## src/include/tlff_pkg.sv

```systemverilog
`default_nettype none
package tlff_pkg;
  // server frame tail
  localparam int          TLFF_PATH_W       = 10;
  localparam int          TLFF_PATH_SOM_BIT = 9;
  localparam int          TLFF_PATH_DV_BIT  = 8;
  localparam int          TLFF_RSVD_W       = 68;
  localparam int          TLFF_CRC_W        = 16;
  localparam int          TLFF_MSG_MAX      = 64;
  localparam int          TLFF_SLOT_MOD     = 100;
  // path traceability item types
  localparam logic [7:0]  TLFF_T_ROOT_V4    = 8'h01;
  localparam logic [7:0]  TLFF_T_ROOT_PORT  = 8'h02;
  localparam logic [7:0]  TLFF_T_SRV_V4     = 8'h03;
  localparam logic [7:0]  TLFF_T_SRV_PORT   = 8'h04;
  localparam logic [7:0]  TLFF_T_ROOT_V6    = 8'h05;
  localparam logic [7:0]  TLFF_T_SRV_V6     = 8'h06;
  localparam logic [7:0]  TLFF_T_ROOT_VER   = 8'h07;
  localparam logic [7:0]  TLFF_T_SRV_VER    = 8'h08;
  localparam logic [7:0]  TLFF_T_PT_EOT     = 8'h09;
  // path location item types
  localparam logic [7:0]  TLFF_T_UTC        = 8'h0b;
  localparam logic [7:0]  TLFF_T_QUAL       = 8'h0d;
  localparam logic [7:0]  TLFF_T_DOP        = 8'h0f;
  localparam logic [7:0]  TLFF_T_ALT        = 8'h10;
  localparam logic [7:0]  TLFF_T_LOC_EOT    = 8'h11;
  localparam logic [7:0]  TLFF_LEN_V4       = 8'h04;
  localparam logic [7:0]  TLFF_LEN_V6       = 8'h10;
  localparam logic [7:0]  TLFF_LEN_ONE      = 8'h01;
  localparam logic [7:0]  TLFF_LEN_UTC      = 8'h06;
  localparam logic [7:0]  TLFF_LEN_DOP      = 8'h05;
  localparam logic [7:0]  TLFF_LEN_ALT      = 8'h09;
  localparam logic [7:0]  TLFF_EOT_VAL      = 8'h00;
  localparam logic [7:0]  TLFF_ASCII_0      = 8'h30;
  localparam logic [7:0]  TLFF_ASCII_1      = 8'h31;
  localparam logic [7:0]  TLFF_ASCII_DOT    = 8'h2e;
  // location rate limit
  localparam int          TLFF_LOC_GAP_S    = 5;
  localparam int          TLFF_CLK_HZ       = 25000000;
  localparam longint      TLFF_LOC_GAP_CYC  = longint'(TLFF_LOC_GAP_S) * TLFF_CLK_HZ;
  // client frame
  localparam int          TLFF_PRE_W        = 68;
  localparam logic [67:0] TLFF_PREAMBLE     = 68'haaaaaaaaaaaaaaaa6;
  localparam int          TLFF_CFR_W        = 234;
  localparam int          TLFF_CPAY_W       = 150;
  localparam logic [21:0] TLFF_RSVD22       = 22'h3fffff;
  localparam logic [9:0]  TLFF_RSVD10       = 10'h3ff;
  localparam logic [67:0] TLFF_RSVD68       = 68'hfffffffffffffffff;
  localparam logic [15:0] TLFF_CRC_INIT     = 16'hffff;
  typedef enum logic [3:0] {
    TLFF_IT_ROOT_ADDR = 4'h0,
    TLFF_IT_ROOT_PORT = 4'h1,
    TLFF_IT_SRV_ADDR  = 4'h2,
    TLFF_IT_SRV_PORT  = 4'h3,
    TLFF_IT_ROOT_VER  = 4'h4,
    TLFF_IT_SRV_VER   = 4'h5,
    TLFF_IT_PT_EOT    = 4'h6,
    TLFF_IT_UTC       = 4'h7,
    TLFF_IT_QUAL      = 4'h8,
    TLFF_IT_DOP       = 4'h9,
    TLFF_IT_ALT       = 4'ha,
    TLFF_IT_LOC_EOT   = 4'hb,
    TLFF_IT_DONE      = 4'hc
  } tlff_item_t;
  typedef enum logic [1:0] {
    TLFF_PH_TYPE = 2'h0,
    TLFF_PH_LEN  = 2'h1,
    TLFF_PH_VAL  = 2'h2
  } tlff_phase_t;
endpackage : tlff_pkg
`default_nettype wire

```

## src/include/tlff_crc_if.sv

```systemverilog
`timescale 1ns/1ps
`default_nettype none
// carries crc control between the framer and its crc engine
interface tlff_crc_if;
  logic        clr;
  logic        en;
  logic        bit_in;
  logic [15:0] crc;
  modport owner (output clr, output en, output bit_in, input crc);
  modport engine (input clr, input en, input bit_in, output crc);
endinterface : tlff_crc_if
`default_nettype wire

```

## src/tlff_crc16.sv

```systemverilog
`timescale 1ns/1ps
`default_nettype none
// serial crc-16; polynomial is a parameter since the annex sets it
module tlff_crc16
  import tlff_pkg::*;
#(
  parameter logic [15:0] POLY = 16'h1021
)(
  input  wire logic i_clk_sys,
  input  wire logic i_reset,
  tlff_crc_if.engine crc_if
);
  logic [15:0] crc_q;
  logic        fb;

  assign fb         = crc_q[15] ^ crc_if.bit_in;
  assign crc_if.crc = crc_q;

  // one bit per enable, msb first
  always_ff @(posedge i_clk_sys)
  begin
    if (i_reset || crc_if.clr)
      crc_q <= TLFF_CRC_INIT;
    else if (crc_if.en)
      crc_q <= {crc_q[14:0], 1'b0} ^ (fb ? POLY : 16'h0000);
  end
endmodule : tlff_crc16
`default_nettype wire

```

## src/tlff_framer.sv

```systemverilog
`timescale 1ns/1ps
`default_nettype none
// What this block does
// - path data byte sits in bits 7:0 of the 10-bit path field.
// - root ipv4 address is type 1 len 4; root port type 2 len 1.
// - non-root server adds own ipv4 type 3 and port type 4.
// - ipv6 addresses use type 5 root, type 6 non-root, 16 bytes.
// - versions sent as type 7 root and type 8 non-root, one byte.
// - traceability message ends with type 9, length 1, value 0x00.
// - subtending server forwards root address unchanged plus its own.
// - root server omits non-root address items.
// - each item is type byte, length byte, then value bytes.
// - location message optional, at most once every 5 seconds.
// - subtending server relays root location to all client ports; this block sends it on o_path_field only.
// - utc fix time is type 11 with six ascii digits hhmmss.
// - fix quality type 13, ascii 0 invalid, ascii 1 valid.
// - dilution item type 15, five chars, 00.00 when position suspended.
// - altitude type 16, nine chars: sign, 00000.0..04000.0, M.
// - location message ends with type 17, length 1, value 0x00.
// - server frame has 68 reserved one bits before the crc.
// - client frame opens with 68-bit preamble ending 0110.
// - client fields follow in fixed order with reserved ones.
// - client crc covers all bits except the preamble.
// - phase is 16-bit two's complement in upper bits of 24.
// - device type byte names client kind and timing source.
// - bit 9 marks message start for one frame; bit 8 data valid.
// - message slots are 10 ms, start at timestamp mod 100, max 64 bytes.
module tlff_framer
  import tlff_pkg::*;
#(
  parameter longint LOC_GAP_CYC = TLFF_LOC_GAP_CYC
)(
  input  wire logic         i_clk_sys,
  input  wire logic         i_reset,
  // server tail: one path field per frame
  input  wire logic         i_frame_tick,
  input  wire logic [31:0]  i_upper_ts,
  input  wire logic         i_pps_flag,
  input  wire logic         i_is_root,
  input  wire logic         i_use_ipv6,
  input  wire logic [127:0] i_root_addr,
  input  wire logic [7:0]   i_root_port,
  input  wire logic [7:0]   i_root_ver,
  input  wire logic [127:0] i_own_addr,
  input  wire logic [7:0]   i_own_port,
  input  wire logic [7:0]   i_own_ver,
  input  wire logic         i_loc_en,
  input  wire logic [47:0]  i_utc_ascii,
  input  wire logic         i_fix_valid,
  input  wire logic         i_pos_suspended,
  input  wire logic [39:0]  i_dop_ascii,
  input  wire logic [71:0]  i_alt_ascii,
  output logic [9:0]        o_path_field,
  output logic [67:0]       o_srv_rsvd,
  output logic              o_loc_sent,
  // client frame serialiser, one bit per link clock rise
  input  wire logic         i_link_clk,
  input  wire logic         i_cl_start,
  input  wire logic [7:0]   i_dev_type,
  input  wire logic [7:0]   i_status_flags,
  input  wire logic [15:0]  i_phase,
  input  wire logic [9:0]   i_version,
  output logic              o_cl_bit,
  output logic              o_cl_bit_vld,
  output logic              o_cl_busy
);
  // ---------------- server path message ----------------
  tlff_item_t  item_q;
  tlff_phase_t ph_q;
  logic [4:0]  vidx_q;
  logic        loc_q;
  logic        som_pend_q;
  logic [6:0]  cnt_q;
  logic        pt_due_q;
  logic [63:0] gap_q;
  logic        in_slot;
  logic [7:0]  ty;
  logic [7:0]  ln;
  logic [7:0]  vb;
  logic [127:0] addr;

  assign in_slot = (i_upper_ts % TLFF_SLOT_MOD) == 32'h0;
  assign o_srv_rsvd = TLFF_RSVD68;

  // type/length/value lookup per item
  always_comb
  begin
    ty = TLFF_EOT_VAL;
    ln = TLFF_LEN_ONE;
    vb = TLFF_EOT_VAL;
    addr = 128'h0;
    case (item_q)
      TLFF_IT_ROOT_ADDR:
      begin
        ty = i_use_ipv6 ? TLFF_T_ROOT_V6 : TLFF_T_ROOT_V4;
        ln = i_use_ipv6 ? TLFF_LEN_V6 : TLFF_LEN_V4;
        addr = i_use_ipv6 ? i_root_addr : {i_root_addr[31:0], 96'h0};
        vb = addr[127 - 8*vidx_q -: 8];
      end
      TLFF_IT_ROOT_PORT: begin ty = TLFF_T_ROOT_PORT; vb = i_root_port; end
      TLFF_IT_SRV_ADDR:
      begin
        ty = i_use_ipv6 ? TLFF_T_SRV_V6 : TLFF_T_SRV_V4;
        ln = i_use_ipv6 ? TLFF_LEN_V6 : TLFF_LEN_V4;
        addr = i_use_ipv6 ? i_own_addr : {i_own_addr[31:0], 96'h0};
        vb = addr[127 - 8*vidx_q -: 8];
      end
      TLFF_IT_SRV_PORT: begin ty = TLFF_T_SRV_PORT; vb = i_own_port; end
      TLFF_IT_ROOT_VER: begin ty = TLFF_T_ROOT_VER; vb = i_root_ver; end
      TLFF_IT_SRV_VER:  begin ty = TLFF_T_SRV_VER; vb = i_own_ver; end
      TLFF_IT_PT_EOT:   ty = TLFF_T_PT_EOT;
      TLFF_IT_UTC:
      begin
        ty = TLFF_T_UTC;
        ln = TLFF_LEN_UTC;
        vb = i_utc_ascii[47 - 8*vidx_q -: 8];
      end
      TLFF_IT_QUAL:
      begin
        ty = TLFF_T_QUAL;
        vb = i_fix_valid ? TLFF_ASCII_1 : TLFF_ASCII_0;
      end
      TLFF_IT_DOP:
      begin
        ty = TLFF_T_DOP;
        ln = TLFF_LEN_DOP;
        if (i_pos_suspended)
          vb = (vidx_q == 5'd2) ? TLFF_ASCII_DOT : TLFF_ASCII_0;
        else
          vb = i_dop_ascii[39 - 8*vidx_q -: 8];
      end
      TLFF_IT_ALT:
      begin
        ty = TLFF_T_ALT;
        ln = TLFF_LEN_ALT;
        vb = i_alt_ascii[71 - 8*vidx_q -: 8];
      end
      TLFF_IT_LOC_EOT:  ty = TLFF_T_LOC_EOT;
      default:          ty = TLFF_EOT_VAL;
    endcase
  end

  // next item after the current one, root skips own items
  function automatic tlff_item_t tlff_next(input tlff_item_t it, input logic root);
    tlff_item_t n;
    n = TLFF_IT_DONE;
    case (it)
      TLFF_IT_ROOT_ADDR: n = TLFF_IT_ROOT_PORT;
      TLFF_IT_ROOT_PORT: n = root ? TLFF_IT_ROOT_VER : TLFF_IT_SRV_ADDR;
      TLFF_IT_SRV_ADDR:  n = TLFF_IT_SRV_PORT;
      TLFF_IT_SRV_PORT:  n = TLFF_IT_ROOT_VER;
      TLFF_IT_ROOT_VER:  n = root ? TLFF_IT_PT_EOT : TLFF_IT_SRV_VER;
      TLFF_IT_SRV_VER:   n = TLFF_IT_PT_EOT;
      TLFF_IT_UTC:       n = TLFF_IT_QUAL;
      TLFF_IT_QUAL:      n = TLFF_IT_DOP;
      TLFF_IT_DOP:       n = TLFF_IT_ALT;
      TLFF_IT_ALT:       n = TLFF_IT_LOC_EOT;
      default:           n = TLFF_IT_DONE;
    endcase
    return n;
  endfunction : tlff_next

  // pps arms traceability; next slot carries it
  always_ff @(posedge i_clk_sys)
  begin
    if (i_reset)
      pt_due_q <= 1'b0;
    else if (i_pps_flag)
      pt_due_q <= 1'b1; // set wins over the clear below
    else if (i_frame_tick && in_slot && item_q == TLFF_IT_DONE)
      pt_due_q <= 1'b0;
  end

  // location spacing counter
  always_ff @(posedge i_clk_sys)
  begin
    if (i_reset)
      gap_q <= 64'h0;
    else if (i_frame_tick && in_slot && item_q == TLFF_IT_DONE && !pt_due_q && i_loc_en && gap_q == 64'h0)
      gap_q <= 64'(LOC_GAP_CYC);
    else if (gap_q != 64'h0)
      gap_q <= gap_q - 64'h1;
  end

  // message sequencer, one byte per frame
  always_ff @(posedge i_clk_sys)
  begin
    if (i_reset)
    begin
      item_q       <= TLFF_IT_DONE;
      ph_q         <= TLFF_PH_TYPE;
      vidx_q       <= 5'h0;
      loc_q        <= 1'b0;
      som_pend_q   <= 1'b0;
      cnt_q        <= 7'h0;
      o_path_field <= 10'h000;
      o_loc_sent   <= 1'b0;
    end
    else if (!i_frame_tick)
      o_loc_sent <= 1'b0; // done flag is a one-cycle pulse, not held to the next tick
    else
    begin
      o_loc_sent <= 1'b0;
      if (item_q == TLFF_IT_DONE)
      begin
        o_path_field <= 10'h000;
        if (in_slot && pt_due_q)
        begin
          item_q <= TLFF_IT_ROOT_ADDR;
          loc_q  <= 1'b0;
          som_pend_q <= 1'b1;
          cnt_q  <= 7'h0;
        end
        else if (in_slot && i_loc_en && gap_q == 64'h0)
        begin
          item_q <= TLFF_IT_UTC;
          loc_q  <= 1'b1;
          som_pend_q <= 1'b1;
          cnt_q  <= 7'h0;
        end
        ph_q   <= TLFF_PH_TYPE;
        vidx_q <= 5'h0;
      end
      else if (cnt_q < 7'(TLFF_MSG_MAX))
      begin
        // som high only on first byte frame
        o_path_field[TLFF_PATH_SOM_BIT] <= som_pend_q;
        o_path_field[TLFF_PATH_DV_BIT]  <= 1'b1;
        som_pend_q <= 1'b0;
        cnt_q      <= cnt_q + 7'h1;
        case (ph_q)
          TLFF_PH_TYPE:
          begin
            o_path_field[7:0] <= ty;
            ph_q <= TLFF_PH_LEN;
          end
          TLFF_PH_LEN:
          begin
            o_path_field[7:0] <= ln;
            ph_q <= TLFF_PH_VAL;
          end
          TLFF_PH_VAL:
          begin
            o_path_field[7:0] <= vb;
            if (vidx_q == 5'(ln - 8'h1))
            begin
              vidx_q <= 5'h0;
              ph_q   <= TLFF_PH_TYPE;
              item_q <= tlff_next(item_q, i_is_root);
              if (tlff_next(item_q, i_is_root) == TLFF_IT_DONE)
                o_loc_sent <= loc_q;
            end
            else
              vidx_q <= vidx_q + 5'h1;
          end
          default: ph_q <= TLFF_PH_TYPE;
        endcase
      end
      else
      begin
        item_q       <= TLFF_IT_DONE; // overlong message cut off
        o_path_field <= 10'h000;
      end
    end
  end

  // ---------------- client frame serialiser ----------------
  tlff_crc_if crc_if ();
  logic [1:0]  lclk_sync_q;
  logic        lclk_prev_q;
  logic        lrise;
  logic [7:0]  bidx_q;
  logic [TLFF_CPAY_W-1:0] pay_q;
  logic [67:0] pre_q;

  tlff_crc16 u_crc (
    .i_clk_sys (i_clk_sys),
    .i_reset   (i_reset),
    .crc_if    (crc_if.engine)
  );

  // link clock comes from outside: sync then edge
  always_ff @(posedge i_clk_sys)
  begin
    if (i_reset)
    begin
      lclk_sync_q <= 2'b00;
      lclk_prev_q <= 1'b0;
    end
    else
    begin
      lclk_sync_q <= {lclk_sync_q[0], i_link_clk};
      lclk_prev_q <= lclk_sync_q[1];
    end
  end
  assign lrise = lclk_sync_q[1] & ~lclk_prev_q;

  // bit counter and shifters; fields latched at frame start
  always_ff @(posedge i_clk_sys)
  begin
    if (i_reset)
    begin
      bidx_q       <= 8'h0;
      o_cl_busy    <= 1'b0;
      o_cl_bit     <= 1'b0;
      o_cl_bit_vld <= 1'b0;
      pay_q        <= '0;
      pre_q        <= '0;
    end
    else
    begin
      o_cl_bit_vld <= 1'b0;
      if (!o_cl_busy && i_cl_start)
      begin
        o_cl_busy <= 1'b1;
        bidx_q    <= 8'h0;
        pre_q     <= TLFF_PREAMBLE;
        pay_q     <= {i_dev_type, i_status_flags, TLFF_RSVD22, TLFF_RSVD10,
                      i_phase, 8'h00, i_version, TLFF_RSVD68};
      end
      else if (o_cl_busy && lrise)
      begin
        o_cl_bit_vld <= 1'b1;
        bidx_q <= bidx_q + 8'h1;
        if (bidx_q < 8'(TLFF_PRE_W))
        begin
          o_cl_bit <= pre_q[67];
          pre_q    <= {pre_q[66:0], 1'b0};
        end
        else if (bidx_q < 8'(TLFF_PRE_W + TLFF_CPAY_W))
        begin
          o_cl_bit <= pay_q[TLFF_CPAY_W-1];
          pay_q    <= {pay_q[TLFF_CPAY_W-2:0], 1'b0};
        end
        else
          o_cl_bit <= crc_if.crc[15 - 4'(bidx_q - 8'(TLFF_PRE_W + TLFF_CPAY_W))];
        // frame total already counts the preamble
        if (bidx_q == 8'(TLFF_CFR_W - 1))
          o_cl_busy <= 1'b0;
      end
    end
  end

  // crc runs over payload bits only, never the preamble
  assign crc_if.clr    = !o_cl_busy && i_cl_start;
  assign crc_if.bit_in = pay_q[TLFF_CPAY_W-1];
  assign crc_if.en     = o_cl_busy && lrise && bidx_q >= 8'(TLFF_PRE_W)
                         && bidx_q < 8'(TLFF_PRE_W + TLFF_CPAY_W);
endmodule : tlff_framer
`default_nettype wire

```

## config.mk

```make
export PLATFORM = sky130hd
export DESIGN_NAME = tlff_framer
export DESIGN_NICKNAME = d
export VERILOG_FILES = /design/src/include/tlff_pkg.sv /design/src/include/tlff_crc_if.sv /design/src/tlff_crc16.sv /design/src/tlff_framer.sv
export SDC_FILE = /design/constraint.sdc
export NUM_CORES = 1
export LEC_CHECK = 0
export BUFFER_PORTS_ARGS = -buffer_cell sky130_fd_sc_hd__buf_2
export CAP_MARGIN = 20
export CORE_AREA = 4 4 236 238
export CTS_BUF_LIST = sky130_fd_sc_hd__clkbuf_16
export DETAILED_ROUTE_END_ITERATION = 7
export DIE_AREA = 0 0 240 242
export PLACE_DENSITY = 0.71
export SYNTH_ARGS = -nofsm -noshare
export SYNTH_HDL_FRONTEND = slang
export SYNTH_SLANG_ARGS = --single-unit
```

## constraint.sdc

```tcl
create_clock -name i_clk_sys -period 59.5 [get_ports i_clk_sys]
set_input_delay 11.9 -clock i_clk_sys [delete_from_list [all_inputs] [get_ports i_clk_sys]]
set_output_delay 11.9 -clock i_clk_sys [all_outputs]
set_load 0.1 [all_outputs]
```

==> results.cfg, run 1 <==
[placed_design]
placed_cells = 4151
gp_congestion = 0.9802
dpl.hpwl_um = 68070
place_area_um2 = 27530
io_buffers = 546

[setup_path]
endpoint_kind = flip-flop
critical_path_class = in -> reg
cpMaxStageDelayCell = nor3_4
crit_fanout = 23
worstPathArrival_ns = 30.25
slowest_delay_ns = 0.61
critical_path.startpoint_type = input pin
r2r.worst_path.cells = 20
cp.required_ns = 59.85

[floorplanning]
initial_core_util = 0.4643
io_pins = 615
die_h_um = 242
dieArea_um2 = 58080
dieWidth_um = 240
rows = 85
core_um2 = 53600

[drt]
firstDrtPassIters = 6
drtAntennaViolNets = 0
wl_um = 88950
routedWlPerCell_um = 21.06
drc = 0
drtIter0Drc = 2030
via_count = 25530
routed_via_density = 6.046

[global_routing]
grt_start_max_net_pins = 178
grt_pass1_wl_um = 135600
grtUsageTotal = 0.2871
antenna_found_initial = 13
overflow = 0
grt_pass1_vias = 23600

[final_layout]
instances_no_fill = 4223
syn_to_final_growth_pct = 15.12
nFillCells = 5126
nets = 4044
multi_input_area_um2 = 16630
seq_area_um2 = 6870
utilization = 0.5345
fin_area_um2 = 28650
final_layout_size_suffix_gt1_frac = 0.2388

[sta]
setup_viol = 0
finalHoldViolCount = 0
slew_headroom = 0.2833
rsz0062_at_grt = false
worstMarginPinSlew_ns = 1.075
period_share = 0.5026
fmax_mhz = 33.44
period_needed_ns = 29.91
fin_skew_ns = 0.01976
drv_slew = 0
final.setup.tns_ns = 0

[hold_path]
hp-class = reg -> reg
min_path_cells = 1

[logic_synthesis]
synthTopCellsByArea = dfxtp_1, mux4_2, nor3_1
ys_types = 136
synth_seq_cells = 343
synth_cells = 3105
synth_edf_count = 0
synth-seq-area-share = 0.2759
synth_top_cell_area_share = 0.2759
async_reset_ff_frac = 0
yosysMostFrequentCell = dfxtp_1
netlist_area_um2 = 24890
netlist.top_cell.by_area = dfxtp_1
synth_common_cells = dfxtp_1, nor2_1, nor3_1
yosysWarnings = 0
synthFlopType = dfxtp_1
avgSynthCellArea_um2 = 8.015

[cts]
ctsHtreeMaxLevel = 2
root_buffer = clkbuf_16
post_cts_buffers = 0
cts_buffers = 36
clkSinkCount = 343
worstSkewPairLatency_ns = 0.52
cts.clk_slew.worst_paths_ns = 0.06
clockBufferDepth = 3
cts_tree = done
ctsHoldBuffers = 0
cts_resized = 0

[status]
status = finished, final reports clean

[flow_run]
cap_violations = 0
-- per-stage QoR --
| step | hold slack (ns) | worst slack (ns) |
|---|---|---|
| 2_1_floorplan | 0.4138 | 32.14 |
| 5_1_grt | 0.4662 | 28.09 |
| 4_1_cts | 0.4399 | 29.93 |
| 3_3_place_gp | 0.4220 | 29.72 |
| 6_report | 0.4395 | 29.59 |
| 3_5_place_dp | 0.4264 | 29.49 |
-- cell usage in the layout (no fill, tap or decap), types with 57 or more instances in the layout --
cell type | netlist | final
dfxtp_1 | 343 | 342
conb_1 | 1 | 68
nor3_1 | 328 | 328
a21oi_1 | 225 | 225
buf_2 | 18 | 545
nor2_1 | 332 | 330
o21ai_0 | 95 | 94
nand3_1 | 69 | 69
mux4_2 | 105 | 105
nand2_1 | 308 | 306
a22oi_1 | 57 | 57
-- area by class of cell --
| class | count | area share |
|---|---|---|
| multi-input combinational | 2486 | 0.5806 |
| sequential | 343 | 0.2398 |
| timing repair buffer | 573 | 0.1032 |
| clock buffer | 36 | 0.03145 |
| tap | 696 | 0.03040 |
| inverter | 53 | 0.006944 |
| clock inverter | 27 | 0.006770 |
| antenna | 9 | 0.0007862 |
-- path summary, 6_finish.rpt --
check / from / endpoint / slack [ns]
hold / removal: lclk_sync_q[0]$_SDFF_PP0_ / lclk_sync_q[1]$_SDFF_PP0_ / 0.44
hold reg to reg: lclk_sync_q[0]$_SDFF_PP0_ / lclk_sync_q[1]$_SDFF_PP0_ / 0.44
setup / recovery: i_upper_ts[29] / gap_q[1]$_SDFFE_PP0N_ / 29.59
setup reg to reg: gap_q[51]$_SDFFE_PP0N_ / gap_q[57]$_SDFFE_PP0N_ / 53.49
-- registers in the layout, indices dropped and copies added, names as in the netlist, 2 cells and up --
name / count
bidx_q: 8
cnt_q: 7
gap_q: 64
item_q: 4
lclk_sync_q: 2
o_path_field: 10
pay_q: 150
ph_q: 2
pre_q: 67
u_crc.crc_if.crc: 16
vidx_q: 5
-- critical path, delay by kind of cell --
| family | cells | cell delay [ns] |
|---|---|---|
| AO/OA/AOI/OAI | 41 | 11.73 |
| XOR/XNOR | 2 | 0.71 |
| buffers and inverters | 1 | 0.32 |
| multiplexers | 3 | 1.15 |
| AND/OR/NAND/NOR | 13 | 4.42 |
-- routing by layer --
metal | vias up | part of all wire | track usage
met5 | - | 0.00046 | 0
met4 | 6 | 0.056 | 0.1416
met3 | 175 | 0.078 | 0.05692
met2 | 953 | 0.45 | 0.4491
met1 | 12130 | 0.42 | 0.3782
li1 | 12270 | - | -
-- cells by family after synthesis --
group / count (synthesis) / synth area share
AO/OA/AOI/OAI: 811 / 0.2343
adder cells (fa/ha/maj): 22 / 0.01066
multiplexers: 179 / 0.1261
AND/OR/NAND/NOR: 1323 / 0.2551
buffers and inverters: 343 / 0.06793
flip-flops: 343 / 0.2759
XOR/XNOR: 83 / 0.02982
other: 1 / 0.0001507
Power of run 1 is not shown: default switching activity piles up to over one toggle a cycle in this logic, so the estimate is an artifact.
==> run 2, diff against run 1 <==
- CORE_AREA: 4 4 236 238 -> 4 4 238 240
- DIE_AREA: 0 0 240 242 -> 0 0 242 244
- PLACE_DENSITY: 0.71 -> 0.7
- clock period: 59.5 -> 30.1 ns (I/O delays scaled with it)
==> results.cfg, run 2 (synthesis results as in run 1) <==
[status]
status = finished, final reports clean

[sta]
fmax_mhz = 41.74
final.setup.tns_ns = 0
period_needed_ns = 23.96
rsz0062_at_grt = false
worstMarginPinSlew_ns = 1.093
period_share = 0.7960
setup_viol = 0
fin_ws_ns = 6.141
drv_slew = 0
fin_skew_ns = 0.02687
finalHoldViolCount = 0
slew_headroom = 0.2716

[cts]
worstSkewPairLatency_ns = 0.52
ctsHtreeMaxLevel = 2
post_cts_buffers = 0
clkSinkCount = 343
cts_tree = done
ctsHoldBuffers = 0
cts_resized = 0
cts.clk_slew.worst_paths_ns = 0.06
cts_buffers = 36
clockBufferDepth = 3
root_buffer = clkbuf_16

[floorplanning]
core_um2 = 54660
dieWidth_um = 242
initial_core_util = 0.4553
io_pins = 615
dieArea_um2 = 59050
rows = 86
die_h_um = 244

[final_layout]
final_layout_size_suffix_gt1_frac = 0.2415
final_common_cell = buf_2
syn_to_final_growth_pct = 15.69
reg_top3 = pay_q x150, pre_q x67, gap_q x64
largest_reg_flops = 150
layout_common_cells = buf_2, dfxtp_1, nor2_1
instances_no_fill = 4234
nets = 4047
regMostFlops = pay_q

[drt]
drtAntennaViolNets = 0
via_count = 25560
wl_um = 89560
drtIter0Drc = 2211
drc = 0
routed_via_density = 6.038
routedWlPerCell_um = 21.15
firstDrtPassIters = 5

[placed_design]
dpl.hpwl_um = 69060
io_buffers = 546
placed_cells = 4161
gp_congestion = 1.031
dpl_worst_slack_ns = 5.892

[setup_path]
slowest_delay_ns = 0.58
r2r.worst_path.cells = 20
crit_fanout = 21
worst-r2r-setup-slack_ns = 24.07
cp.required_ns = 30.46
crit_start = i_upper_ts[28]
worstPathArrival_ns = 24.32
r2r-start = gap_q[51]$_SDFFE_PP0N_
critical_path_class = in -> reg
cpMaxStageDelayCell = or4_4
critical_path.startpoint_type = input pin
crit_path_frequent_cell = a31oi_1
endpoint_kind = flip-flop
r2r-end = gap_q[57]$_SDFFE_PP0N_

[global_routing]
grt_pass1_vias = 23400
antenna_found_initial = 13
grtUsageTotal = 0.2829
top_usage_layer = met2
grt_start_max_net_pins = 113
overflow = 0
grt_use_met2 = 0.4674
grt_pass1_wl_um = 135800
met3_usage = 0.05077
grt_use_met1 = 0.3764

[flow_run]
cap_violations = 0

[hold_path]
min-delay-start = lclk_sync_q[0]$_SDFF_PP0_
hp-class = reg -> reg
min_delay_worst_endpoint = lclk_sync_q[1]$_SDFF_PP0_
min_path_cells = 1
## run 2: cell types whose count changed in the layout (fill, tap and decap cells not counted), sizes merged
cell      delta
buf          +3
bufinv       +2
inv          -4
clkinvlp     +3
diode        -3
clkbuf       +2
## run 2: worst max-delay path by stage
| stage | slack (ns) | to |
|---|---|---|
| 5_1_grt | 4.73 | gap_q[25]$_SDFFE_PP0P_ |
| 3_5_place_dp | 5.89 | gap_q[1]$_SDFFE_PP0N_ |
| 6_report | 6.14 | gap_q[0]$_SDFFE_PP0N_ |
| 3_3_place_gp | 6.11 | gap_q[1]$_SDFFE_PP0N_ |
| 4_1_cts | 6.41 | gap_q[25]$_SDFFE_PP0P_ |
| 2_1_floorplan | 8.62 | gap_q[8]$_SDFFE_PP0P_ |
## run 2: metal layers
| metal | share of wire | wire [µm] |
|---|---|---|
| met1 | 0.42 | 38010 |
| met2 | 0.46 | 41590 |
| met3 | 0.073 | 6534 |
| met4 | 0.037 | 3357 |
| met5 | 0.00077 | 69 |
## run 2: through the flow
step           hold slack (ns)    util  cell area, µm²
6_report                0.4418  0.5267           28790
5_1_grt                 0.4504  0.5265           28780
4_1_cts                 0.4412  0.5263           28770
3_5_place_dp            0.4285  0.5039           27540
3_3_place_gp            0.4199  0.5039           27540
2_1_floorplan           0.4138       -           25140
## run 2: cell type report
type                            count  area (µm²)
Fill cell                        5288       25870
Sequential cell                   343        6870
Clock buffer                       38       950.9
Timing Repair Buffer              576        2967
Multi-Input combinational cell   2486       16630
Clock inverter                     28       272.8
Antenna cell                        6       15.01
Tap cell                          704       880.8
Inverter                           53       198.9
## run 2: worst max-delay path: cells and delay by family
family                 cells  cell delay (ns)
AO/OA/AOI/OAI             39            11.24
AND/OR/NAND/NOR           16             5.39
multiplexers               2             0.75
XOR/XNOR                   2             0.70
buffers and inverters      1             0.21
Power of run 2 is left out for the same reason.
